## src/common/bmt_regs.vh

```
// register offsets, field layout, reset values and timing for the measurement tracker
`ifndef BMT_REGS_VH
`define BMT_REGS_VH
`define BMT_ADDR_THERMAL_READING 8'h08
`define BMT_ADDR_CELL_VOLTAGE 8'h09
`define BMT_ADDR_CURRENT_READING 8'h0A
`define BMT_ADDR_MEAN_CURRENT 8'h0B
`define BMT_ADDR_MEAN_THERMAL 8'h16
`define BMT_ADDR_MEAN_VOLTAGE 8'h19
`define BMT_ADDR_THERMAL_EXTREMES 8'h1A
`define BMT_ADDR_VOLTAGE_EXTREMES 8'h1B
`define BMT_ADDR_CURRENT_EXTREMES 8'h1C
`define BMT_ADDR_THERM_CONFIG 8'h1D
`define BMT_ADDR_THERM_GAIN 8'h2C
`define BMT_ADDR_THERM_OFFSET 8'h2D
`define BMT_ADDR_THERM_CURVE 8'h2E
`define BMT_VOLT_EXT_INIT 16'h00FF
`define BMT_SIGNED_EXT_INIT 16'h807F
`define BMT_CFG_THERMAL_SOURCE_SELECT_BIT 0
`define BMT_CFG_RESET 16'h0000
`define BMT_GAIN_RESET 16'h0100
`define BMT_OFFSET_RESET 16'h0000
`define BMT_CURVE_RESET 16'h0000
`define BMT_VOLT_EXT_SHIFT 8
`define BMT_CURR_EXT_SHIFT 8
`define BMT_TEMP_EXT_SHIFT 8
`define BMT_AVG_SHIFT 3
`define BMT_CURR_POS_SAT 16'h7FFF
`define BMT_CURR_NEG_SAT 16'h8000
`define BMT_SETTLE_TIME_NS 10000
`define BMT_CLK_PERIOD_NS 25
`define BMT_SETTLE_CYCLES ((`BMT_SETTLE_TIME_NS + `BMT_CLK_PERIOD_NS - 1) / `BMT_CLK_PERIOD_NS)
`define BMT_THERM_PERIOD_CYCLES 400000
`define BMT_BIAS_LIMIT_CYCLES 16'h0400
`define BMT_PEAK_MSB 15
`define BMT_PEAK_LSB 8
`define BMT_FLOOR_MSB 7
`define BMT_FLOOR_LSB 0
`endif

```

## src/bmt_extreme_track.v

```verilog
// one peak and floor byte pair with host restart
`timescale 1ns/1ps
module bmt_extreme_track #(
  parameter SIGNED_FIELDS = 1,
  parameter [15:0] INIT_VALUE = 16'h807F,
  parameter SHIFT = 8
) (
  input wire clk_in,
  input wire nrst_in,
  input wire sample_in,
  input wire [15:0] sample_data_in,
  input wire write_in,
  input wire [15:0] write_data_in,
  output wire [15:0] extremes_out
);
  reg [7:0] peak_reg;
  reg [7:0] floor_reg;
  wire [15:0] shifted = sample_data_in >> SHIFT;
  wire [7:0] coarse = shifted[7:0];
  wire peak_lt;
  wire floor_gt;
  // signed fields compare with their sign bits flipped
  wire [7:0] flip = SIGNED_FIELDS ? 8'h80 : 8'h00;
  assign peak_lt = (peak_reg ^ flip) < (coarse ^ flip);
  assign floor_gt = (floor_reg ^ flip) > (coarse ^ flip);
  assign extremes_out = {peak_reg, floor_reg};
  always @(posedge clk_in) begin
    if (!nrst_in) begin
      peak_reg <= INIT_VALUE[15:8];
      floor_reg <= INIT_VALUE[7:0];
    end else if (write_in) begin
      // a host write loads the field pair; the restart value reopens tracking
      peak_reg <= write_data_in[15:8];
      floor_reg <= write_data_in[7:0];
    end else if (sample_in) begin
      if (peak_lt) begin
        peak_reg <= coarse;
      end
      if (floor_gt) begin
        floor_reg <= coarse;
      end
    end
  end
endmodule

```

## src/bmt_tracker.v

```verilog
// measurement result, average and extremes registers with thermistor sequencing
`timescale 1ns/1ps
`include "bmt_regs.vh"
module bmt_tracker #(
  parameter THERM_PERIOD = `BMT_THERM_PERIOD_CYCLES,
  parameter SENSE_WIDTH = 18
) (
  input wire clk_in,
  input wire nrst_in,
  input wire reg_wr_in,
  input wire reg_rd_in,
  input wire [7:0] reg_addr_in,
  input wire [15:0] reg_wdata_in,
  output reg [15:0] reg_rdata_out,
  output reg reg_ack_out,
  input wire volt_valid_in,
  input wire [15:0] volt_data_in,
  input wire curr_valid_in,
  input wire signed [SENSE_WIDTH-1:0] curr_sense_in,
  input wire die_valid_in,
  input wire [15:0] die_temp_in,
  output reg therm_convert_out,
  input wire therm_valid_in,
  input wire [15:0] therm_ratio_in,
  output reg thermistor_bias_pin_out,
  output reg [15:0] gauge_temp_out
);
  localparam ST_IDLE = 2'b00;
  localparam ST_SETTLE = 2'b01;
  localparam ST_SAMPLE = 2'b10;
  localparam [15:0] SETTLE_CYCLES = `BMT_SETTLE_CYCLES;
  localparam [15:0] BIAS_LIMIT = `BMT_BIAS_LIMIT_CYCLES;
  reg [15:0] thermal_reading_reg;
  reg [15:0] cell_voltage_reading_reg;
  reg [15:0] current_reading_reg;
  reg [15:0] mean_current_reading_reg;
  reg [15:0] mean_thermal_reading_reg;
  reg [15:0] mean_cell_voltage_reg;
  reg [15:0] config_reg;
  reg [15:0] gain_coeff_reg;
  reg [15:0] offset_coeff_reg;
  reg [15:0] curve_coeff_reg;
  reg [1:0] state_reg;
  reg [31:0] period_cnt_reg;
  reg [15:0] settle_cnt_reg;
  reg temp_update_reg;
  reg volt_update_reg;
  reg curr_update_reg;
  reg [15:0] bias_cnt_reg;
  wire bias_limit = bias_cnt_reg >= BIAS_LIMIT - 16'h0001;
  wire thermal_source_select = config_reg[`BMT_CFG_THERMAL_SOURCE_SELECT_BIT];
  wire [15:0] voltage_extremes;
  wire [15:0] current_extremes;
  wire [15:0] thermal_extremes;
  // peak and floor bytes of each extremes word
  wire [7:0] voltage_peak_field = voltage_extremes[`BMT_PEAK_MSB:`BMT_PEAK_LSB];
  wire [7:0] voltage_floor_field = voltage_extremes[`BMT_FLOOR_MSB:`BMT_FLOOR_LSB];
  wire [7:0] current_peak_field = current_extremes[`BMT_PEAK_MSB:`BMT_PEAK_LSB];
  wire [7:0] current_floor_field = current_extremes[`BMT_FLOOR_MSB:`BMT_FLOOR_LSB];
  wire [7:0] thermal_peak_field = thermal_extremes[`BMT_PEAK_MSB:`BMT_PEAK_LSB];
  wire [7:0] thermal_floor_field = thermal_extremes[`BMT_FLOOR_MSB:`BMT_FLOOR_LSB];
  wire wr_volt_ext = reg_wr_in && (reg_addr_in == `BMT_ADDR_VOLTAGE_EXTREMES);
  wire wr_curr_ext = reg_wr_in && (reg_addr_in == `BMT_ADDR_CURRENT_EXTREMES);
  wire wr_temp_ext = reg_wr_in && (reg_addr_in == `BMT_ADDR_THERMAL_EXTREMES);
  // current saturation: clamp the wide sense code to the 16-bit span
  wire signed [SENSE_WIDTH-1:0] pos_lim = {{(SENSE_WIDTH-16){1'b0}}, `BMT_CURR_POS_SAT};
  wire signed [SENSE_WIDTH-1:0] neg_lim = {{(SENSE_WIDTH-16){1'b1}}, `BMT_CURR_NEG_SAT};
  reg [15:0] curr_clamped;
  always @* begin
    if (curr_sense_in > pos_lim) begin
      curr_clamped = `BMT_CURR_POS_SAT;
    end else if (curr_sense_in < neg_lim) begin
      curr_clamped = `BMT_CURR_NEG_SAT;
    end else begin
      curr_clamped = curr_sense_in[15:0];
    end
  end
  // thermistor ratio to temperature: gain in 1/256 steps, offset, quadratic curve term
  wire signed [16:0] ratio_s = {1'b0, therm_ratio_in};
  wire signed [33:0] gain_prod = ratio_s * $signed({1'b0, gain_coeff_reg});
  wire signed [15:0] ratio_hi = $signed({8'h00, therm_ratio_in[15:8]});
  wire signed [31:0] curve_prod = ratio_hi * ratio_hi * $signed(curve_coeff_reg);
  wire [15:0] therm_temp = gain_prod[23:8] + offset_coeff_reg + curve_prod[23:8];
  wire [15:0] selected_temp = thermal_source_select ? therm_temp : die_temp_in;
  wire take_temp = thermal_source_select ? (state_reg == ST_SAMPLE && therm_valid_in)
                                          : die_valid_in;
  // running average: exponential, weight one eighth; cheap and keeps no history
  function [15:0] avg_step;
    input [15:0] mean;
    input [15:0] sample;
    input is_signed;
    reg [16:0] diff;
    reg [16:0] step;
    begin
      diff = {is_signed & sample[15], sample} - {is_signed & mean[15], mean};
      if (is_signed | diff[16]) begin
        step = {{`BMT_AVG_SHIFT{diff[16]}}, diff[16:`BMT_AVG_SHIFT]};
      end else begin
        step = diff >> `BMT_AVG_SHIFT;
      end
      avg_step = mean + step[15:0];
    end
  endfunction
  // voltage channel
  always @(posedge clk_in) begin
    if (!nrst_in) begin
      cell_voltage_reading_reg <= 16'h0000;
      mean_cell_voltage_reg <= 16'h0000;
      volt_update_reg <= 1'b0;
    end else begin
      volt_update_reg <= volt_valid_in;
      if (volt_valid_in) begin
        cell_voltage_reading_reg <= volt_data_in;
        mean_cell_voltage_reg <= avg_step(mean_cell_voltage_reg, volt_data_in, 1'b0);
      end
    end
  end
  // current channel
  always @(posedge clk_in) begin
    if (!nrst_in) begin
      current_reading_reg <= 16'h0000;
      mean_current_reading_reg <= 16'h0000;
      curr_update_reg <= 1'b0;
    end else begin
      curr_update_reg <= curr_valid_in;
      if (curr_valid_in) begin
        current_reading_reg <= curr_clamped;
        mean_current_reading_reg <= avg_step(mean_current_reading_reg, curr_clamped, 1'b1);
      end
    end
  end
  // temperature channel; gauging sees the same value as the thermal reading
  always @(posedge clk_in) begin
    if (!nrst_in) begin
      thermal_reading_reg <= 16'h0000;
      mean_thermal_reading_reg <= 16'h0000;
      gauge_temp_out <= 16'h0000;
      temp_update_reg <= 1'b0;
    end else begin
      temp_update_reg <= take_temp;
      if (take_temp) begin
        thermal_reading_reg <= selected_temp;
        gauge_temp_out <= selected_temp;
        mean_thermal_reading_reg <= avg_step(mean_thermal_reading_reg, selected_temp, 1'b1);
      end
    end
  end
  // bias-on time; a converter that never answers must not hold the divider biased
  always @(posedge clk_in) begin
    if (!nrst_in) begin
      bias_cnt_reg <= 16'h0000;
    end else if (!thermistor_bias_pin_out) begin
      bias_cnt_reg <= 16'h0000;
    end else if (!bias_limit) begin
      bias_cnt_reg <= bias_cnt_reg + 16'h0001;
    end
  end
  // thermistor sequencer; settling is short against the period so bias duty stays tiny
  always @(posedge clk_in) begin
    if (!nrst_in) begin
      state_reg <= ST_IDLE;
      period_cnt_reg <= 32'h00000000;
      settle_cnt_reg <= 16'h0000;
      thermistor_bias_pin_out <= 1'b0;
      therm_convert_out <= 1'b0;
    end else begin
      therm_convert_out <= 1'b0;
      if (period_cnt_reg >= THERM_PERIOD - 1) begin
        period_cnt_reg <= 32'h00000000;
      end else begin
        period_cnt_reg <= period_cnt_reg + 32'h00000001;
      end
      case (state_reg)
        ST_IDLE: begin
          if (thermal_source_select && period_cnt_reg == 32'h00000000) begin
            thermistor_bias_pin_out <= 1'b1;
            settle_cnt_reg <= 16'h0000;
            state_reg <= ST_SETTLE;
          end
        end
        ST_SETTLE: begin
          if (settle_cnt_reg >= SETTLE_CYCLES - 16'h0001) begin
            therm_convert_out <= 1'b1;
            state_reg <= ST_SAMPLE;
          end else begin
            settle_cnt_reg <= settle_cnt_reg + 16'h0001;
          end
        end
        ST_SAMPLE: begin
          if (therm_valid_in || !thermal_source_select) begin
            thermistor_bias_pin_out <= 1'b0;
            state_reg <= ST_IDLE;
          end else if (bias_limit) begin
            thermistor_bias_pin_out <= 1'b0;
            state_reg <= ST_IDLE;
          end
        end
        default: begin
          thermistor_bias_pin_out <= 1'b0;
          state_reg <= ST_IDLE;
        end
      endcase
    end
  end
  // coefficient and configuration registers
  always @(posedge clk_in) begin
    if (!nrst_in) begin
      config_reg <= `BMT_CFG_RESET;
      gain_coeff_reg <= `BMT_GAIN_RESET;
      offset_coeff_reg <= `BMT_OFFSET_RESET;
      curve_coeff_reg <= `BMT_CURVE_RESET;
    end else if (reg_wr_in) begin
      case (reg_addr_in)
        `BMT_ADDR_THERM_CONFIG: begin
          config_reg <= reg_wdata_in;
        end
        `BMT_ADDR_THERM_GAIN: begin
          gain_coeff_reg <= reg_wdata_in;
        end
        `BMT_ADDR_THERM_OFFSET: begin
          offset_coeff_reg <= reg_wdata_in;
        end
        `BMT_ADDR_THERM_CURVE: begin
          curve_coeff_reg <= reg_wdata_in;
        end
        default: begin
          config_reg <= config_reg;
        end
      endcase
    end
  end
  bmt_extreme_track #(
    .SIGNED_FIELDS(0),
    .INIT_VALUE(`BMT_VOLT_EXT_INIT),
    .SHIFT(`BMT_VOLT_EXT_SHIFT)
  ) u_volt_ext (
    .clk_in(clk_in),
    .nrst_in(nrst_in),
    .sample_in(volt_update_reg),
    .sample_data_in(cell_voltage_reading_reg),
    .write_in(wr_volt_ext),
    .write_data_in(reg_wdata_in),
    .extremes_out(voltage_extremes)
  );
  bmt_extreme_track #(
    .SIGNED_FIELDS(1),
    .INIT_VALUE(`BMT_SIGNED_EXT_INIT),
    .SHIFT(`BMT_CURR_EXT_SHIFT)
  ) u_curr_ext (
    .clk_in(clk_in),
    .nrst_in(nrst_in),
    .sample_in(curr_update_reg),
    .sample_data_in(current_reading_reg),
    .write_in(wr_curr_ext),
    .write_data_in(reg_wdata_in),
    .extremes_out(current_extremes)
  );
  bmt_extreme_track #(
    .SIGNED_FIELDS(1),
    .INIT_VALUE(`BMT_SIGNED_EXT_INIT),
    .SHIFT(`BMT_TEMP_EXT_SHIFT)
  ) u_temp_ext (
    .clk_in(clk_in),
    .nrst_in(nrst_in),
    .sample_in(temp_update_reg),
    .sample_data_in(thermal_reading_reg),
    .write_in(wr_temp_ext),
    .write_data_in(reg_wdata_in),
    .extremes_out(thermal_extremes)
  );
  // read port: registered data, one cycle after the strobe; unmapped reads zero
  always @(posedge clk_in) begin
    if (!nrst_in) begin
      reg_rdata_out <= 16'h0000;
      reg_ack_out <= 1'b0;
    end else begin
      reg_ack_out <= reg_rd_in | reg_wr_in;
      if (reg_rd_in) begin
        case (reg_addr_in)
          `BMT_ADDR_THERMAL_READING: begin
            reg_rdata_out <= thermal_reading_reg;
          end
          `BMT_ADDR_CELL_VOLTAGE: begin
            reg_rdata_out <= cell_voltage_reading_reg;
          end
          `BMT_ADDR_CURRENT_READING: begin
            reg_rdata_out <= current_reading_reg;
          end
          `BMT_ADDR_MEAN_CURRENT: begin
            reg_rdata_out <= mean_current_reading_reg;
          end
          `BMT_ADDR_MEAN_THERMAL: begin
            reg_rdata_out <= mean_thermal_reading_reg;
          end
          `BMT_ADDR_MEAN_VOLTAGE: begin
            reg_rdata_out <= mean_cell_voltage_reg;
          end
          `BMT_ADDR_THERMAL_EXTREMES: begin
            reg_rdata_out <= {thermal_peak_field, thermal_floor_field};
          end
          `BMT_ADDR_VOLTAGE_EXTREMES: begin
            reg_rdata_out <= {voltage_peak_field, voltage_floor_field};
          end
          `BMT_ADDR_CURRENT_EXTREMES: begin
            reg_rdata_out <= {current_peak_field, current_floor_field};
          end
          `BMT_ADDR_THERM_CONFIG: begin
            reg_rdata_out <= config_reg;
          end
          `BMT_ADDR_THERM_GAIN: begin
            reg_rdata_out <= gain_coeff_reg;
          end
          `BMT_ADDR_THERM_OFFSET: begin
            reg_rdata_out <= offset_coeff_reg;
          end
          `BMT_ADDR_THERM_CURVE: begin
            reg_rdata_out <= curve_coeff_reg;
          end
          default: begin
            reg_rdata_out <= 16'h0000;
          end
        endcase
      end
    end
  end
endmodule

```

## config.mk

```make
export PLATFORM = sky130hd
export DESIGN_NAME = bmt_tracker
export DESIGN_NICKNAME = d
export VERILOG_FILES = /design/src/bmt_extreme_track.v /design/src/bmt_tracker.v
export VERILOG_INCLUDE_DIRS = /design/src /design/src/common
export SDC_FILE = /design/constraint.sdc
export NUM_CORES = 2
export LEC_CHECK = 0
export ABC_AREA = 1
export BUFFER_PORTS_ARGS = -buffer_cell sky130_fd_sc_hd__clkbuf_2
export CAP_MARGIN = 20
export CORE_MARGIN = 10
export CORE_UTILIZATION = 45
export CTS_BUF_LIST = sky130_fd_sc_hd__clkbuf_8
export DETAILED_ROUTE_END_ITERATION = 10
export MAX_ROUTING_LAYER = met4
export PLACE_DENSITY = 0.68
export SLEW_MARGIN = 20
export SYNTH_ARGS = -nofsm -noshare
export SYNTH_HDL_FRONTEND = slang
export SYNTH_SLANG_ARGS = --single-unit
```

## constraint.sdc

```tcl
create_clock -name clk_in -period 23.8 [get_ports clk_in]
set_clock_uncertainty 0.05 [all_clocks]
set_input_delay 2.38 -clock clk_in [delete_from_list [all_inputs] [get_ports clk_in]]
set_output_delay 2.38 -clock clk_in [all_outputs]
set_load 0.02 [all_outputs]
```

==> flow_summary_export.csv <==
group,metric,value,unit
outcome,outcome,"complete, no violations",
clock_tree,clockBufferDepth,3,
logic_synthesis,syn-cell-area,0.03354,mm²
final_layout,utilization,48.83,%
logic_synthesis,yosysWarnings,0,
route,first_pass_iters,6,
hold_path,hold_class,"reg -> reg",
clock_tree,cts_setup_buffers,0,
timing,min_period,15560,ps
die,die_x,293,µm
timing,finalCritPeriodShare,65.38,%
route,dr_total_vias,30000,
global_routing,grt_pass1_vias,29560,
pwr,clkPwrFrac,23.5,%
pwr,p_seq_share,24.4,%
logic_synthesis,synth_seq_cells,296,
die,initial_core_util,45.20,%
clock_tree,cts_resized,0,
clock_tree,cts_root_buffer,"clkbuf_8",
clock_tree,ctsHoldBuffers,0,
die,rows,100,
timing,rsz0062_at_grt,"no",
die,die-area,0.08585,mm²
logic_synthesis,synthFlopType,"dfxtp_1",
route,via_per_inst,5.287,
critical_path,r2r_cells,47,
clock_tree,insertion_delay,690,ps
global_routing,use_met3,4.460,%
clock_tree,cts.clk_slew.worst_paths,60,ps
global_routing,grt_max_degree,72,
logic_synthesis,synthArstFlopShare,0,%
pwr,p_comb_share,52.1,%
global_routing,met1_usage,32.27,%
die,ios,133,
global_routing,track_usage,25.48,%
critical_path,crit_arrival,16080,ps
pwr,power.internal,1321,µW
logic_synthesis,synth_top_cell_area_share,21.61,%
logic_synthesis,ys_seq_area_share,17.67,%
timing,hold_viol,0,
pwr,total_power,2406,µW
final_layout,drive_above_1_share,5.579,%
logic_synthesis,synthDistinctLibCells,55,
route,initialDrtViolationCount,2557,
route,drc_errors,0,
route,wl_per_cell,18.92,µm
pwr,peakVddDrop,0.06436,mV
global_routing,grt_most_used_layer,"met2",
logic_synthesis,syn_avg_cell_area,7.289,µm²
logic_synthesis,synth_edf_count,0,
route,final_antenna_net_count,0,
timing,slew_headroom,16.25,%
critical_path,worstPathRequired,24320,ps
final_layout,area_delta_synth_final,8.021,%
timing,setup_violations,0,
timing,worstMarginPinSlew,1240,ps
route,wirelength,107400,µm
clock_tree,cts-buffers-inserted,51,
logic_synthesis,synth_area_leaders,"fa_1, dfxtp_1, ha_1",
critical_path,crit_top_cell,"inv_1",
pwr,p_leak,0.01888,µW
placement,gp_congestion,1.024,
pwr,p_switching,1084,µW
pwr,switching_share,45.07,%
global_routing,grt_util_met2,39.31,%
global_routing,grt_pass1_wl,167500,µm
critical_path,end_kind,"register",
critical_path,slowest_delay,740,ps
placement,hpwl,86830,µm
die,die_h,293,µm
logic_synthesis,synthCells,4601,
critical_path,critPathLaunchType,"input port",
critical_path,worstSetupPathType,"in -> reg",
clock_tree,clock_sinks,296,
placement,portBuffers,132,
final_layout,largest_register_ff_count,32,
critical_path,cp_max_fo,39,
timing,tns,0,ps
final_layout,fin_nets,5442,
critical_path,cp_slowest_cell,"xor2_1",
logic_synthesis,yosysTopAreaCell,"fa_1",
timing,fmax,64.26,MHz
global_routing,antenna_found_initial,8,
flow_run,max_cap_viol_count,0,
timing,finalMaxSlewViolations,0,
pwr,powerDensity,66.40,mW/mm²
hold_path,min_path_cells,2,
global_routing,grt-ovfl-total,0,
clock_tree,tritoncts,"built",
die,core_area,0.07420,mm²
clock_tree,htree_num_levels,2,
-- per-stage QoR --
| step | instance area (µm²) | cells | hold WS, ps | setup WS, ps |
|---|---|---|---|---|
| after global routing | 36230 | 5673 | 401.5 | 7180 |
| after floorplan | 33580 | 4613 | 358.4 | 8989 |
| after global placement | 34970 | 5571 | 364.7 | 7962 |
| after CTS | 36210 | 5665 | 377.4 | 8361 |
| final | 36230 | 5674 | 376.0 | 8239 |
| after detailed placement | 34970 | 5571 | 368.1 | 7694 |
-- critical path, delay by kind of cell --
kind                       cells  cell delay (ps)
adders and majority gates     16             6190
AOI/OAI and AO/OA             18             2760
buffers and inverters         16             1690
and+or+nand+nor               11             1580
xor gates and xnor gates       4             1440
-- path summary, 6_finish.rpt --
check,startpoint,end,slack [ps]
worst max-delay path,therm_ratio_in[8],mean_thermal_reading_reg[15],8240
worst min register to register,bias_cnt_reg[11],bias_cnt_reg[11],380
worst min-delay path,bias_cnt_reg[11],bias_cnt_reg[11],380
worst max register to register,gain_coeff_reg[1],mean_thermal_reading_reg[15],12670
-- power groups by stage --
stage	Combinational, µW	Clock (µW)	Sequential [µW]
2_1_floorplan	946	0	587
3_3_place_gp	1220	0	597
3_5_place_dp	1230	0	598
4_1_cts	1240	574	587
5_1_grt	1410	596	593
6_report	1250	566	587
-- logic make-up after synthesis --
kind of cell	after synthesis	share of synthesized area (%)
adder cells (fa/ha/maj)	689	33.81
flip-flops	296	17.67
other	1	0.01118
AND/OR/NAND/NOR	1445	17.47
buffers and inverters	1204	13.51
XOR/XNOR	130	3.417
AO/OA/AOI/OAI	836	14.11
-- routing by layer --
| layer | vias to the layer above | routed length, µm |
|---|---|---|
| met5 | - | 0 |
| met4 | 0 | 5726 |
| met3 | 231 | 8940 |
| met2 | 1137 | 47930 |
| met1 | 14140 | 44760 |
| li1 | 14490 | - |
-- Yosys cell counts, types with 20 or more instances --
cell type,number
inv_1,1029
clkbuf_1,137
xor2_1,82
nor2_1,268
nand2_1,936
dfxtp_1,296
a21oi_1,361
xnor2_1,47
nand3_1,119
nor3_1,43
o21ai_0,236
nand4_1,20
o22ai_1,57
o211ai_1,51
fa_1,362
ha_1,327
-- cells in the final DEF (no fill, tap or decap), types with 16 or more instances in the layout --
cell,n
a21oi_1,361
a31oi_1,16
buf_4,17
clkbuf_2,131
clkbuf_8,62
dfxtp_1,296
fa_1,362
ha_1,327
inv_1,1043
nand2_1,936
nand3_1,119
nand4_1,20
nor2_1,268
nor3_1,43
o211ai_1,51
o21ai_0,235
o21bai_1,16
o22ai_1,57
xnor2_1,47
xor2_1,82
-- layout make-up --
| type | count | area, µm² |
|---|---|---|
| tap | 969 | 1212 |
| clock buffer | 62 | 853.3 |
| sequential | 296 | 5926 |
| timing repair buffer | 148 | 783.3 |
| clock inverter | 32 | 380.4 |
| inverter | 1045 | 3925 |
| multi-input combinational | 3113 | 23130 |
| fill | 7463 | 37970 |
| antenna | 9 | 22.52 |
(Power assumes the default switching activity.)
